==> config.mk <==
export PLATFORM = sky130hd
export DESIGN_NAME = spi_cfg
export DESIGN_NICKNAME = d
export VERILOG_FILES = /design/src/rtl/spi_cfg_pkg.sv /design/src/rtl/spi_cfg.sv
export VERILOG_INCLUDE_DIRS = /design/src /design/src/rtl
export SDC_FILE = /design/constraint.sdc
export NUM_CORES = 1
export LEC_CHECK = 0
export BUFFER_PORTS_ARGS = -buffer_cell sky130_fd_sc_hd__buf_2
export CAP_MARGIN = 20
export CORE_MARGIN = 2
export CORE_UTILIZATION = 30
export CTS_BUF_LIST = sky130_fd_sc_hd__clkbuf_2 sky130_fd_sc_hd__clkbuf_4 sky130_fd_sc_hd__clkbuf_8
export DETAILED_ROUTE_END_ITERATION = 10
export SETUP_SLACK_MARGIN = 0.4
export SLEW_MARGIN = 20
export SYNTH_ARGS = -nofsm -noshare
export SYNTH_HDL_FRONTEND = slang
export SYNTH_SLANG_ARGS = --single-unit
==> constraint.sdc <==
create_clock -name pclk -period 2.1 [get_ports pclk]
set_clock_uncertainty 0.15 [all_clocks]
set_input_delay 0 -clock pclk [delete_from_list [all_inputs] [get_ports pclk]]
set_output_delay 0 -clock pclk [all_outputs]
set_load 0.05 [all_outputs]
==> src/rtl/spi_cfg_params.svh <==
/*
 register offsets, field positions, write masks and reset values
 for the serial port configuration block; included by the design.
*/
`ifndef SPI_CFG_PARAMS_SVH
`define SPI_CFG_PARAMS_SVH
`define OFS_CTRL_ONE    12'h000
`define OFS_CTRL_TWO    12'h004
`define OFS_BIT_RATE    12'h008
`define OFS_FLAGS       12'h00C
`define OFS_IRQ_STATUS  12'h010
`define OFS_IRQ_MASK    12'h014
`define C2_WMASK        8'h1B
`define C2_MODE_FAULT_FLAG_EN      4
`define C2_BIDIR_OE     3
`define C2_STOP_WAIT    1
`define C2_SINGLE_WIRE  0
`define C1_MASTER       4
`define C1_SEL_OE       1
`define C1_WMASK        8'h12
`define BR_WMASK        8'h77
`define FLG_RX_FULL     7
`define FLG_TX_EMPTY    5
`define FLG_MODE_FAULT  4
`define CTRL_RESET      8'h00
`define BR_RESET        8'h00
`define IRQ_BITS        3
`define FLAGS_RESET     3'h2
`define SYNC_RESET      3'h1
`endif

==> src/rtl/spi_cfg_pkg.sv <==
/*
 types shared by the serial port configuration block.
 assumes the params header supplies the numeric constants.
*/
package spi_cfg_pkg;
	typedef struct packed {
		logic rx_full;
		logic tx_empty;
		logic mode_fault;
	} flags_t;
	typedef struct packed {
		logic o;
		logic oe;
	} pin_drive_t;
	typedef enum logic [1:0] {
		DIV_IDLE = 2'b00,
		DIV_RUN  = 2'b01,
		DIV_HALT = 2'b11
	} div_state_t;
endpackage

==> src/rtl/spi_cfg.sv <==
/*
 serial port configuration: control registers, bit rate prescaler
 and divider, flags register, pin steering and interrupt logic.
 assumes a transfer engine outside supplies flag events and data bits;
 the bus master follows APB; pins are synchronised here.
*/
`timescale 1ns/1ns
`include "spi_cfg_params.svh"
//
// Contract
// - control two is read/write; bits 7,6,5,2 read zero.
// - as slave, mode fault enable ignored; select pin is select input.
// - master, fault enable 0 frees select pin; 1 uses it.
// - single wire: output enable 0 makes pin input, 1 drives it.
// - without single wire, output enable has no effect.
// - single wire: slave uses MISO, master uses MOSI.
// - single wire bit 0 means separate data in and out pins.
// - stop in wait 1 halts clocks in wait; 0 keeps running.
// - bit rate register readable and writable at any time.
// - prescale field bits 6:4 divides bus clock by value plus one.
// - rate field bits 2:0 divides by two to power value plus one.
// - divider fed by prescaler; output is master bit clock.
// - flags register: three read only flags, others zero, writes ignored.
// - master with fault enable: select output enable picks input or output.
// - receive full bit 7, transmit empty bit 5, mode fault bit 4.
module spi_cfg
(
	input  wire logic               pclk,
	input  wire logic               presetn,
	input  wire logic               psel,
	input  wire logic               penable,
	input  wire logic               pwrite,
	input  wire logic [11:0]        paddr,
	input  wire logic [31:0]        pwdata,
	output logic      [31:0]        prdata,
	output logic                    pready,
	output logic                    pslverr,
	input  wire logic               wait_mode,
	input  wire logic               xfer_active,
	input  wire logic               master_out_bit,
	input  wire logic               slave_out_bit,
	input  wire logic               select_drive,
	input  wire spi_cfg_pkg::flags_t flag_set,
	input  wire spi_cfg_pkg::flags_t flag_clr,
	input  wire logic               mosi_i,
	output logic                    mosi_o,
	output logic                    mosi_oe,
	input  wire logic               miso_i,
	output logic                    miso_o,
	output logic                    miso_oe,
	input  wire logic               ss_n_i,
	output logic                    ss_n_o,
	output logic                    ss_n_oe,
	output logic                    data_in_bit,
	output logic                    select_active,
	output logic                    fault_input_low,
	output logic                    port_clk_en,
	output logic                    bit_clk_tick,
	output logic                    bit_clk,
	output logic                    irq
);
	import spi_cfg_pkg::*;
	localparam logic [2:0] sync_init = `SYNC_RESET;

	logic [7:0]  ctrl_one_q;
	logic [7:0]  ctrl_two_q;
	logic [7:0]  bit_rate_q;
	flags_t      flags_q;
	logic [2:0]  irq_status_q;
	logic [2:0]  irq_mask_q;
	logic [2:0]  pre_cnt_q;
	logic [7:0]  div_cnt_q;
	logic        bit_clk_q;
	div_state_t  div_state_q;
	logic [2:0]  pin_raw;
	logic [2:0]  meta_q;
	logic [2:0]  pin_sync_q;
	logic        mosi_s;
	logic        miso_s;
	logic        ss_n_s;
	logic        sts_clr_wr;
	logic        is_master;
	logic        mode_fault_flag_en;
	logic        bidir_oe;
	logic        single_wire;
	logic        wr_en;
	logic        pre_tick;
	logic [7:0]  div_last;
	logic [31:0] rd_mux;
	logic        addr_ok;
	pin_drive_t  mosi_drv;
	pin_drive_t  miso_drv;

	function automatic logic hit(input logic [11:0] a, input logic [11:0] o);
		hit = (a == o);
	endfunction

	assign is_master   = ctrl_one_q[`C1_MASTER];
	assign mode_fault_flag_en     = ctrl_two_q[`C2_MODE_FAULT_FLAG_EN];
	assign bidir_oe    = ctrl_two_q[`C2_BIDIR_OE];
	assign single_wire = ctrl_two_q[`C2_SINGLE_WIRE];
	assign wr_en       = psel & penable & pwrite;
	assign pready      = 1'b1;
	assign addr_ok     = hit(paddr, `OFS_CTRL_ONE) | hit(paddr, `OFS_CTRL_TWO)
		| hit(paddr, `OFS_BIT_RATE) | hit(paddr, `OFS_FLAGS)
		| hit(paddr, `OFS_IRQ_STATUS) | hit(paddr, `OFS_IRQ_MASK);
	assign pslverr     = psel & penable & ~addr_ok;

	// control registers
	always_ff @(posedge pclk or negedge presetn)
	begin
		if (!presetn)
		begin
			ctrl_one_q <= `CTRL_RESET;
			ctrl_two_q <= `CTRL_RESET;
		end
		else if (wr_en)
		begin
			if (hit(paddr, `OFS_CTRL_ONE))
				ctrl_one_q <= pwdata[7:0] & `C1_WMASK;
			if (hit(paddr, `OFS_CTRL_TWO))
				ctrl_two_q <= pwdata[7:0] & `C2_WMASK;
		end
	end

	// bit rate register, writable even mid transfer
	always_ff @(posedge pclk or negedge presetn)
	begin
		if (!presetn)
			bit_rate_q <= `BR_RESET;
		else if (wr_en && hit(paddr, `OFS_BIT_RATE))
			bit_rate_q <= pwdata[7:0] & `BR_WMASK;
	end

	// flags, set by engine; set wins over clear
	always_ff @(posedge pclk or negedge presetn)
	begin
		if (!presetn)
			flags_q <= `FLAGS_RESET;
		else
			flags_q <= flag_set | (flags_q & ~flag_clr);
	end

	// sticky interrupt status, one bit per event; set wins over clear
	assign sts_clr_wr = wr_en && hit(paddr, `OFS_IRQ_STATUS);

	generate
		for (genvar b = 0; b < `IRQ_BITS; b = b + 1)
		begin : g_sts
			always_ff @(posedge pclk or negedge presetn)
			begin
				if (!presetn)
					irq_status_q[b] <= 1'b0;
				else if (flag_set[b])
					irq_status_q[b] <= 1'b1;
				else if (sts_clr_wr && pwdata[b])
					irq_status_q[b] <= 1'b0;
			end
		end
	endgenerate

	always_ff @(posedge pclk or negedge presetn)
	begin
		if (!presetn)
			irq_mask_q <= 3'b000;
		else if (wr_en && hit(paddr, `OFS_IRQ_MASK))
			irq_mask_q <= pwdata[2:0];
	end

	// a set mask bit holds its event back
	assign irq = |(irq_status_q & ~irq_mask_q);

	// read mux; flags register ignores writes
	always_comb
	begin
		rd_mux = 32'h0000_0000;
		if (hit(paddr, `OFS_CTRL_ONE))
			rd_mux[7:0] = ctrl_one_q;
		if (hit(paddr, `OFS_CTRL_TWO))
			rd_mux[7:0] = ctrl_two_q;
		if (hit(paddr, `OFS_BIT_RATE))
			rd_mux[7:0] = bit_rate_q;
		if (hit(paddr, `OFS_FLAGS))
		begin
			rd_mux[`FLG_RX_FULL]    = flags_q.rx_full;
			rd_mux[`FLG_TX_EMPTY]   = flags_q.tx_empty;
			rd_mux[`FLG_MODE_FAULT] = flags_q.mode_fault;
		end
		if (hit(paddr, `OFS_IRQ_STATUS))
			rd_mux[2:0] = irq_status_q;
		if (hit(paddr, `OFS_IRQ_MASK))
			rd_mux[2:0] = irq_mask_q;
	end

	always_ff @(posedge pclk or negedge presetn)
	begin
		if (!presetn)
			prdata <= 32'h0000_0000;
		else if (psel && !penable && !pwrite)
			prdata <= rd_mux;
	end

	// clock gating for wait mode
	assign port_clk_en = ~(wait_mode & ctrl_two_q[`C2_STOP_WAIT]);

	// prescaler: divide by field plus one
	assign pre_tick = port_clk_en && (pre_cnt_q == bit_rate_q[6:4]);

	always_ff @(posedge pclk or negedge presetn)
	begin
		if (!presetn)
			pre_cnt_q <= 3'h0;
		else if (!port_clk_en)
			pre_cnt_q <= pre_cnt_q;
		else if (pre_tick)
			pre_cnt_q <= 3'h0;
		else
			pre_cnt_q <= pre_cnt_q + 3'h1;
	end

	// divider: half period of 2^field prescaler ticks
	assign div_last = 8'((9'h001 << bit_rate_q[2:0]) - 9'h001);

	// run state follows master select and the port clock gate
	always_ff @(posedge pclk or negedge presetn)
	begin
		if (!presetn)
			div_state_q <= DIV_IDLE;
		else
			case (div_state_q)
				DIV_IDLE:
					if (is_master)
						div_state_q <= DIV_RUN;
				DIV_RUN:
					if (!is_master)
						div_state_q <= DIV_IDLE;
					else if (!port_clk_en)
						div_state_q <= DIV_HALT;
				DIV_HALT:
					if (port_clk_en)
						div_state_q <= DIV_RUN;
				default: div_state_q <= DIV_IDLE;
			endcase
	end

	always_ff @(posedge pclk or negedge presetn)
	begin
		if (!presetn)
		begin
			div_cnt_q <= 8'h00;
			bit_clk_q <= 1'b0;
		end
		else if (div_state_q != DIV_RUN)
		begin
			div_cnt_q <= 8'h00;
			bit_clk_q <= bit_clk_q;
		end
		else if (pre_tick)
		begin
			if (div_cnt_q >= div_last)
			begin
				div_cnt_q <= 8'h00;
				bit_clk_q <= ~bit_clk_q;
			end
			else
				div_cnt_q <= div_cnt_q + 8'h01;
		end
	end

	assign bit_clk      = bit_clk_q;
	assign bit_clk_tick = (div_state_q == DIV_RUN) && pre_tick
		&& (div_cnt_q >= div_last) && bit_clk_q;

	// pin synchronisers; only the second stage feeds logic
	assign pin_raw = {mosi_i, miso_i, ss_n_i};

	generate
		for (genvar s = 0; s < 3; s = s + 1)
		begin : g_sync
			always_ff @(posedge pclk or negedge presetn)
			begin
				if (!presetn)
				begin
					meta_q[s]     <= sync_init[s];
					pin_sync_q[s] <= sync_init[s];
				end
				else
				begin
					meta_q[s]     <= pin_raw[s];
					pin_sync_q[s] <= meta_q[s];
				end
			end
		end
	endgenerate

	assign mosi_s = pin_sync_q[2];
	assign miso_s = pin_sync_q[1];
	assign ss_n_s = pin_sync_q[0];

	// data pin steering
	always_comb
	begin
		mosi_drv = '{o: 1'b0, oe: 1'b0};
		miso_drv = '{o: 1'b0, oe: 1'b0};
		data_in_bit = 1'b0;
		if (!single_wire)
		begin
			if (is_master)
			begin
				mosi_drv    = '{o: master_out_bit, oe: 1'b1};
				data_in_bit = miso_s;
			end
			else
			begin
				miso_drv    = '{o: slave_out_bit, oe: select_active};
				data_in_bit = mosi_s;
			end
		end
		else if (is_master)
		begin
			mosi_drv    = '{o: master_out_bit, oe: bidir_oe};
			data_in_bit = mosi_s;
		end
		else
		begin
			miso_drv    = '{o: slave_out_bit, oe: bidir_oe};
			data_in_bit = miso_s;
		end
	end

	assign mosi_o  = mosi_drv.o;
	assign mosi_oe = mosi_drv.oe;
	assign miso_o  = miso_drv.o;
	assign miso_oe = miso_drv.oe;

	// select pin function
	assign select_active   = ~is_master & ~ss_n_s;
	assign fault_input_low = is_master & mode_fault_flag_en & ~ctrl_one_q[`C1_SEL_OE]
		& ~ss_n_s;
	assign ss_n_oe = is_master & mode_fault_flag_en & ctrl_one_q[`C1_SEL_OE];
	// automatic select output, low while the engine shifts and select_drive is high
	assign ss_n_o  = ~(select_drive & xfer_active);
endmodule

## After elaboration in Yosys (flattened, before gate mapping)

Cells that the tools add are included.

| word-level totals | value |
|---|---|
| latch bits | 0 |
| memories kept | 0 |
| input port bits | 63 |
| register bits after elaboration | 49 |
| bits in writable memories | 0 |
| bits in read-only memories | 0 |
| word-level logic and storage cells | 122 |

| operators by class | value |
|---|---|
| multiplexer cells | 31 |
| div/mod/pow operators | 0 |
| bitwise gates (word level) | 28 |
| order comparisons | 1 |
| add/sub/neg operators | 3 |
| shifts and indexed selects | 1 |
| multipliers | 0 |
| reductions and logical operators | 25 |
| equality and inequality tests | 12 |

Operator list:

| operator | number |
|---|---|
| $eq 12x4->1 const B | 2 |
| $eq 12x5->1 const B | 2 |
| $mux 8 | 3 |
| $mux 2 | 11 |
| $eq 12x3->1 const B | 1 |
| $logic_and 1x1->1 | 12 |
| $logic_not 12->1 | 1 |
| $and 1x1->1 | 10 |
| $mux 1 | 10 |
| $mux 5 | 2 |
| $mux 3 | 3 |
| $add 8x1->8 const B | 1 |
| $ge 8x8->1 | 1 |
| $not 1->1 | 8 |
| $reduce_bool 2->1 | 4 |
| $shl 1x3->8 const A | 1 |
| $sub 8x1->8 const B | 1 |
| $mux 7 | 1 |
| $and 3x3->3 | 2 |
| $not 3->3 | 2 |
| $pmux 2 s3 | 1 |
| $reduce_and 3->1 | 2 |
| $or 1x1->1 | 5 |
| $ne 2x2->1 const B | 2 |
| 11 further kinds | 13 |

## Logic depth before layout (Yosys ltp)

| depth | value |
|---|---|
| word-level depth | 8 |
| gate-level depth with buffers | 7 |

## Least setup slack after synthesis

OpenSTA, ideal clock, no wires.

| path | value |
|---|---|
| kind | register -> output |
| start | register bit_rate_q[1] |
| end | output bit_clk_tick |
| stages on the path, launching flop included | 8 |
| slack | -0.193 ns |
| path buffers | 0 |
| data required time | 1.950 ns |
| data arrival time | 2.143 ns |
| cell sequence | dfrtp_1 or3_1 ha_1 nor2b_1 o21ai_0 a21oi_1 nor3b_1 and2_1 |

| between the ends | value |
|---|---|
| longest elaborated chain between the ends | 5 |

RTL lines:

| item | line | source |
|---|---|---|
| start, declared | spi_cfg.sv:67 | `logic [7:0] bit_rate_q;` |
| start signal, assigned | spi_cfg.sv:130 | `` bit_rate_q <= `BR_RESET; `` |
| start signal, assigned | spi_cfg.sv:132 | `` bit_rate_q <= pwdata[7:0] & `BR_WMASK; `` |
| $shl 1x3->8 | spi_cfg.sv:222 | `assign div_last = 8'((9'h001 << bit_rate_q[2:0]) - 9'h001);` |
| $sub 8x1->8 | spi_cfg.sv:222 |  |
| $ge 8x8->1 | spi_cfg.sv:272 | `&& (div_cnt_q >= div_last) && bit_clk_q;` |
| $logic_and 1x1->1 (2 in a row) | spi_cfg.sv:272 |  |
| end, declared | spi_cfg.sv:58 | `output logic bit_clk_tick,` |

No other way between the ends.

## Worst setup path after layout

Ends and elaborated chain as after synthesis.

==> results_dict.tcl <==
set metrics [dict create \
    final_max_slew_viol_count 0 \
    synth_area_um2 2860 \
    ys_warn_count 0 \
    synth_cells 290 \
    hold_violations 0 \
    max_stage_delay_ps 410 \
    synthDistinctLibCells 45 \
    end_kind "output port" \
    overflow 0 \
    period_share 1.114 \
    drt_iter0_drc 70 \
    pin_count 110 \
    syn_to_final_growth_pct 34.78 \
    numCtsBuffers 5 \
    diodes 0 \
    tightest_slew_ps 626.1 \
    cp.arrival_ps 2190 \
    grt_max_degree 50 \
    maxSlewHeadroom 0.5826 \
    holdPathStages 6 \
    final_nets 474 \
    io_buffer_count 59 \
    ys_seq_area_frac 0.4300 \
    path_clk_slew_ps 90 \
    power_mw 2.659 \
    grtUsageTotal 0.1387 \
    crit_required_ps 1950 \
    ir_worst_vdd_mv 0.4713 \
    fin_tns_setup_ps -834.0 \
    crit_slowest_cell "dfrtp_1" \
    fin_util 0.4172 \
    drtAntennaViolNets 0 \
    startpoint_type "flip-flop" \
    die_x_um 101.6 \
    fmax_ghz 0.4274 \
    power_density_nw_per_um2 689.7 \
    synth.avg_cell_area_um2 9.863 \
    hold_end "irq_status_q[1]$_DFFE_PN0P_" \
    cts_buffer_depth 2 \
    r2r_setup_slack_ps -150 \
    coreArea_um2 9240 \
    synthArstFlopShare 1.000 \
    gp_congestion 0.8172 \
    clk-insertion-delay-late_ps 310 \
    initial_utilization 0.3095 \
    crit_type "reg2out" \
    hp-class "in2reg" \
    route.final.wire_length_um 6936 \
    dr_total_vias 2389 \
    min_period_ps 2340 \
    synth.top_cell.area_share 0.4024 \
    avgViaCountPerCell 4.533 \
    clock_sinks 49 \
    power.leakage_nw 1.861 \
    worstPathCellList "or3_4 > ha_4 > nor2b_4 > o21ai_2 > a21oi_2 > nor3b_2 > and2_4 > buf_8" \
    reg2reg_depth 8 \
    outcome "finished with violations" \
    routedWlPerCell_um 13.16 \
    rsz0062_at_grt "true" \
    worstHoldStart "paddr[1]" \
    violations "setup timing" \
    ys_top_cells_by_count "dfrtp_1 (46), nand2_1 (37), buf_4 (25)" \
    yosysTopAreaCell "dfrtp_1" \
    grt_pass1_wl_um 11440 \
    cap_violations 0 \
    r2r_start "bit_rate_q[0]$_DFFE_PN0P_" \
    h-tree-depth 2 \
    r2r-end "div_cnt_q[3]$_DFFE_PN0P_" \
    critPathMaxFanout 3 \
    setup_ws_ps -240.0 \
    synthMostInstantiatedCell "dfrtp_1" \
    cts_tree "yes" \
    ys_ff_latch 49 \
    route.detailed.drc 0 \
    grt_pass1_vias 2372 \
    synth_area_leaders "dfrtp_1 (40%), mux2_2 (6.7%), buf_4 (6.6%)" \
    grt_antenna_before_repair 0 \
    setup_violations 8 \
    dr.pass1.iters 4 \
    cts_root_buf "clkbuf_8" \
    synth-edff-count 0 \
    synth_flop_cell "dfrtp_1" \
    post_route_cells_drive_above_1_share 0.3643 \
    dieArea_um2 10330 \
    placementRows 35 \
    hpwl_um 4878 \
    chipHeight_um 101.6 \
]
## layout make-up
| type | instances | area, um^2 |
|---|---|---|
| inverter | 12 | 45.04 |
| fill | 904 | 5385 |
| clock buffer | 5 | 68.82 |
| multi-input combinational | 220 | 1545 |
| sequential | 49 | 1234 |
| timing repair buffer | 109 | 735.7 |
| tap | 129 | 161.4 |
| clock inverter | 3 | 65.06 |
## layout by cell type, fill, tap and decap left out, drive strengths merged, types with 5 or more instances in the layout
cell          n
clkbuf        5
o21ai        17
a21o          7
nor2         13
dlygate4sd3  20
dfrtp        46
nand3        17
ha           14
o211ai        5
nand2        37
conb         26
mux2         17
inv          12
buf          88
a21oi        10
## cell families after synthesis
kind of cell,Yosys count,synth area share
DFF,49,0.4300
AOI/OAI and AO/OA,51,0.1129
adders and majority gates,14,0.06124
other,2,0.002626
and+or+nand+nor,101,0.1938
xor gates and xnor gates,6,0.01838
muxes,22,0.08880
buffers and inverters,45,0.09230
## where the power goes
part           internal (mW)  total [mW]  switching (mW)  leakage [nW]
combinational          0.334       0.802           0.469          1.16
clock                  0.473       0.803           0.330        0.0681
sequential              1.00        1.05          0.0531         0.628
## through the flow
stage / cells / setup slack, ps / area (um^2) / hold WS, ps
6_report: 527 / -240.0 / 3855 / 16.54
4_1_cts: 521 / -268.3 / 3782 / 10.34
3_5_place_dp: 487 / -151.0 / 3337 / -40.32
3_3_place_gp: 487 / -72.45 / 3337 / -42.23
2_1_floorplan: 314 / -33.81 / 2964 / -445.6
5_1_grt: 527 / -338.8 / 3855 / 40.09
## worst max-delay path by stage
| stage | cells past startpoint | slack, ps | start | endpoint |
|---|---|---|---|---|
| 6_report | 8 | -240 | bit_rate_q[1]$_DFFE_PN0P_ | bit_clk_tick |
| 5_1_grt | 8 | -340 | bit_rate_q[1]$_DFFE_PN0P_ | bit_clk_tick |
| 4_1_cts | 8 | -270 | bit_rate_q[1]$_DFFE_PN0P_ | bit_clk_tick |
| 3_5_place_dp | 8 | -150 | bit_rate_q[0]$_DFFE_PN0P_ | div_cnt_q[3]$_DFFE_PN0P_ |
| 3_3_place_gp | 8 | -70 | bit_rate_q[0]$_DFFE_PN0P_ | bit_clk_tick |
| 2_1_floorplan | 7 | -30 | bit_rate_q[1]$_DFFE_PN0P_ | div_cnt_q[4]$_DFFE_PN0P_ |
## state kept, by name (all words and copies together) (netlist names), 2 cells and up
signal        cells
ctrl_two_q        4
div_cnt_q         8
div_state_q       2
flags_q           3
irq_status_q      3
bit_rate_q        6
meta_q            3
pre_cnt_q         3
irq_mask_q        3
prdata            8
ctrl_one_q        2
## worst max-delay path: cells and delay by family, from the launching register on
| family | cells | cell delay (ps) |
|---|---|---|
| adders and majority gates | 1 | 280 |
| DFF | 1 | 410 |
| and+or+nand+nor | 4 | 810 |
| buffers and inverters | 1 | 130 |
| AOI/OAI and AO/OA | 2 | 250 |
## layer usage
metal / vias to the layer above / track usage / routed length [um]
li1: 1174 / - / -
met2: 69 / 0.2368 / 3359
met5: - / 0 / 0
met1: 1139 / 0.1798 / 3190
met4: 0 / 0.03015 / 57
met3: 7 / 0.03106 / 329
## repair_timing
action,4_1_cts,5_1_grt
hold buffers,21,0
hold endpoints to repair,77,0
endpoints found under the setup margin,13,14
gates resized for setup,19,9
setup buffers,5,6
pin swaps,6,3
Note: power is estimated with default switching activity, not from simulation.
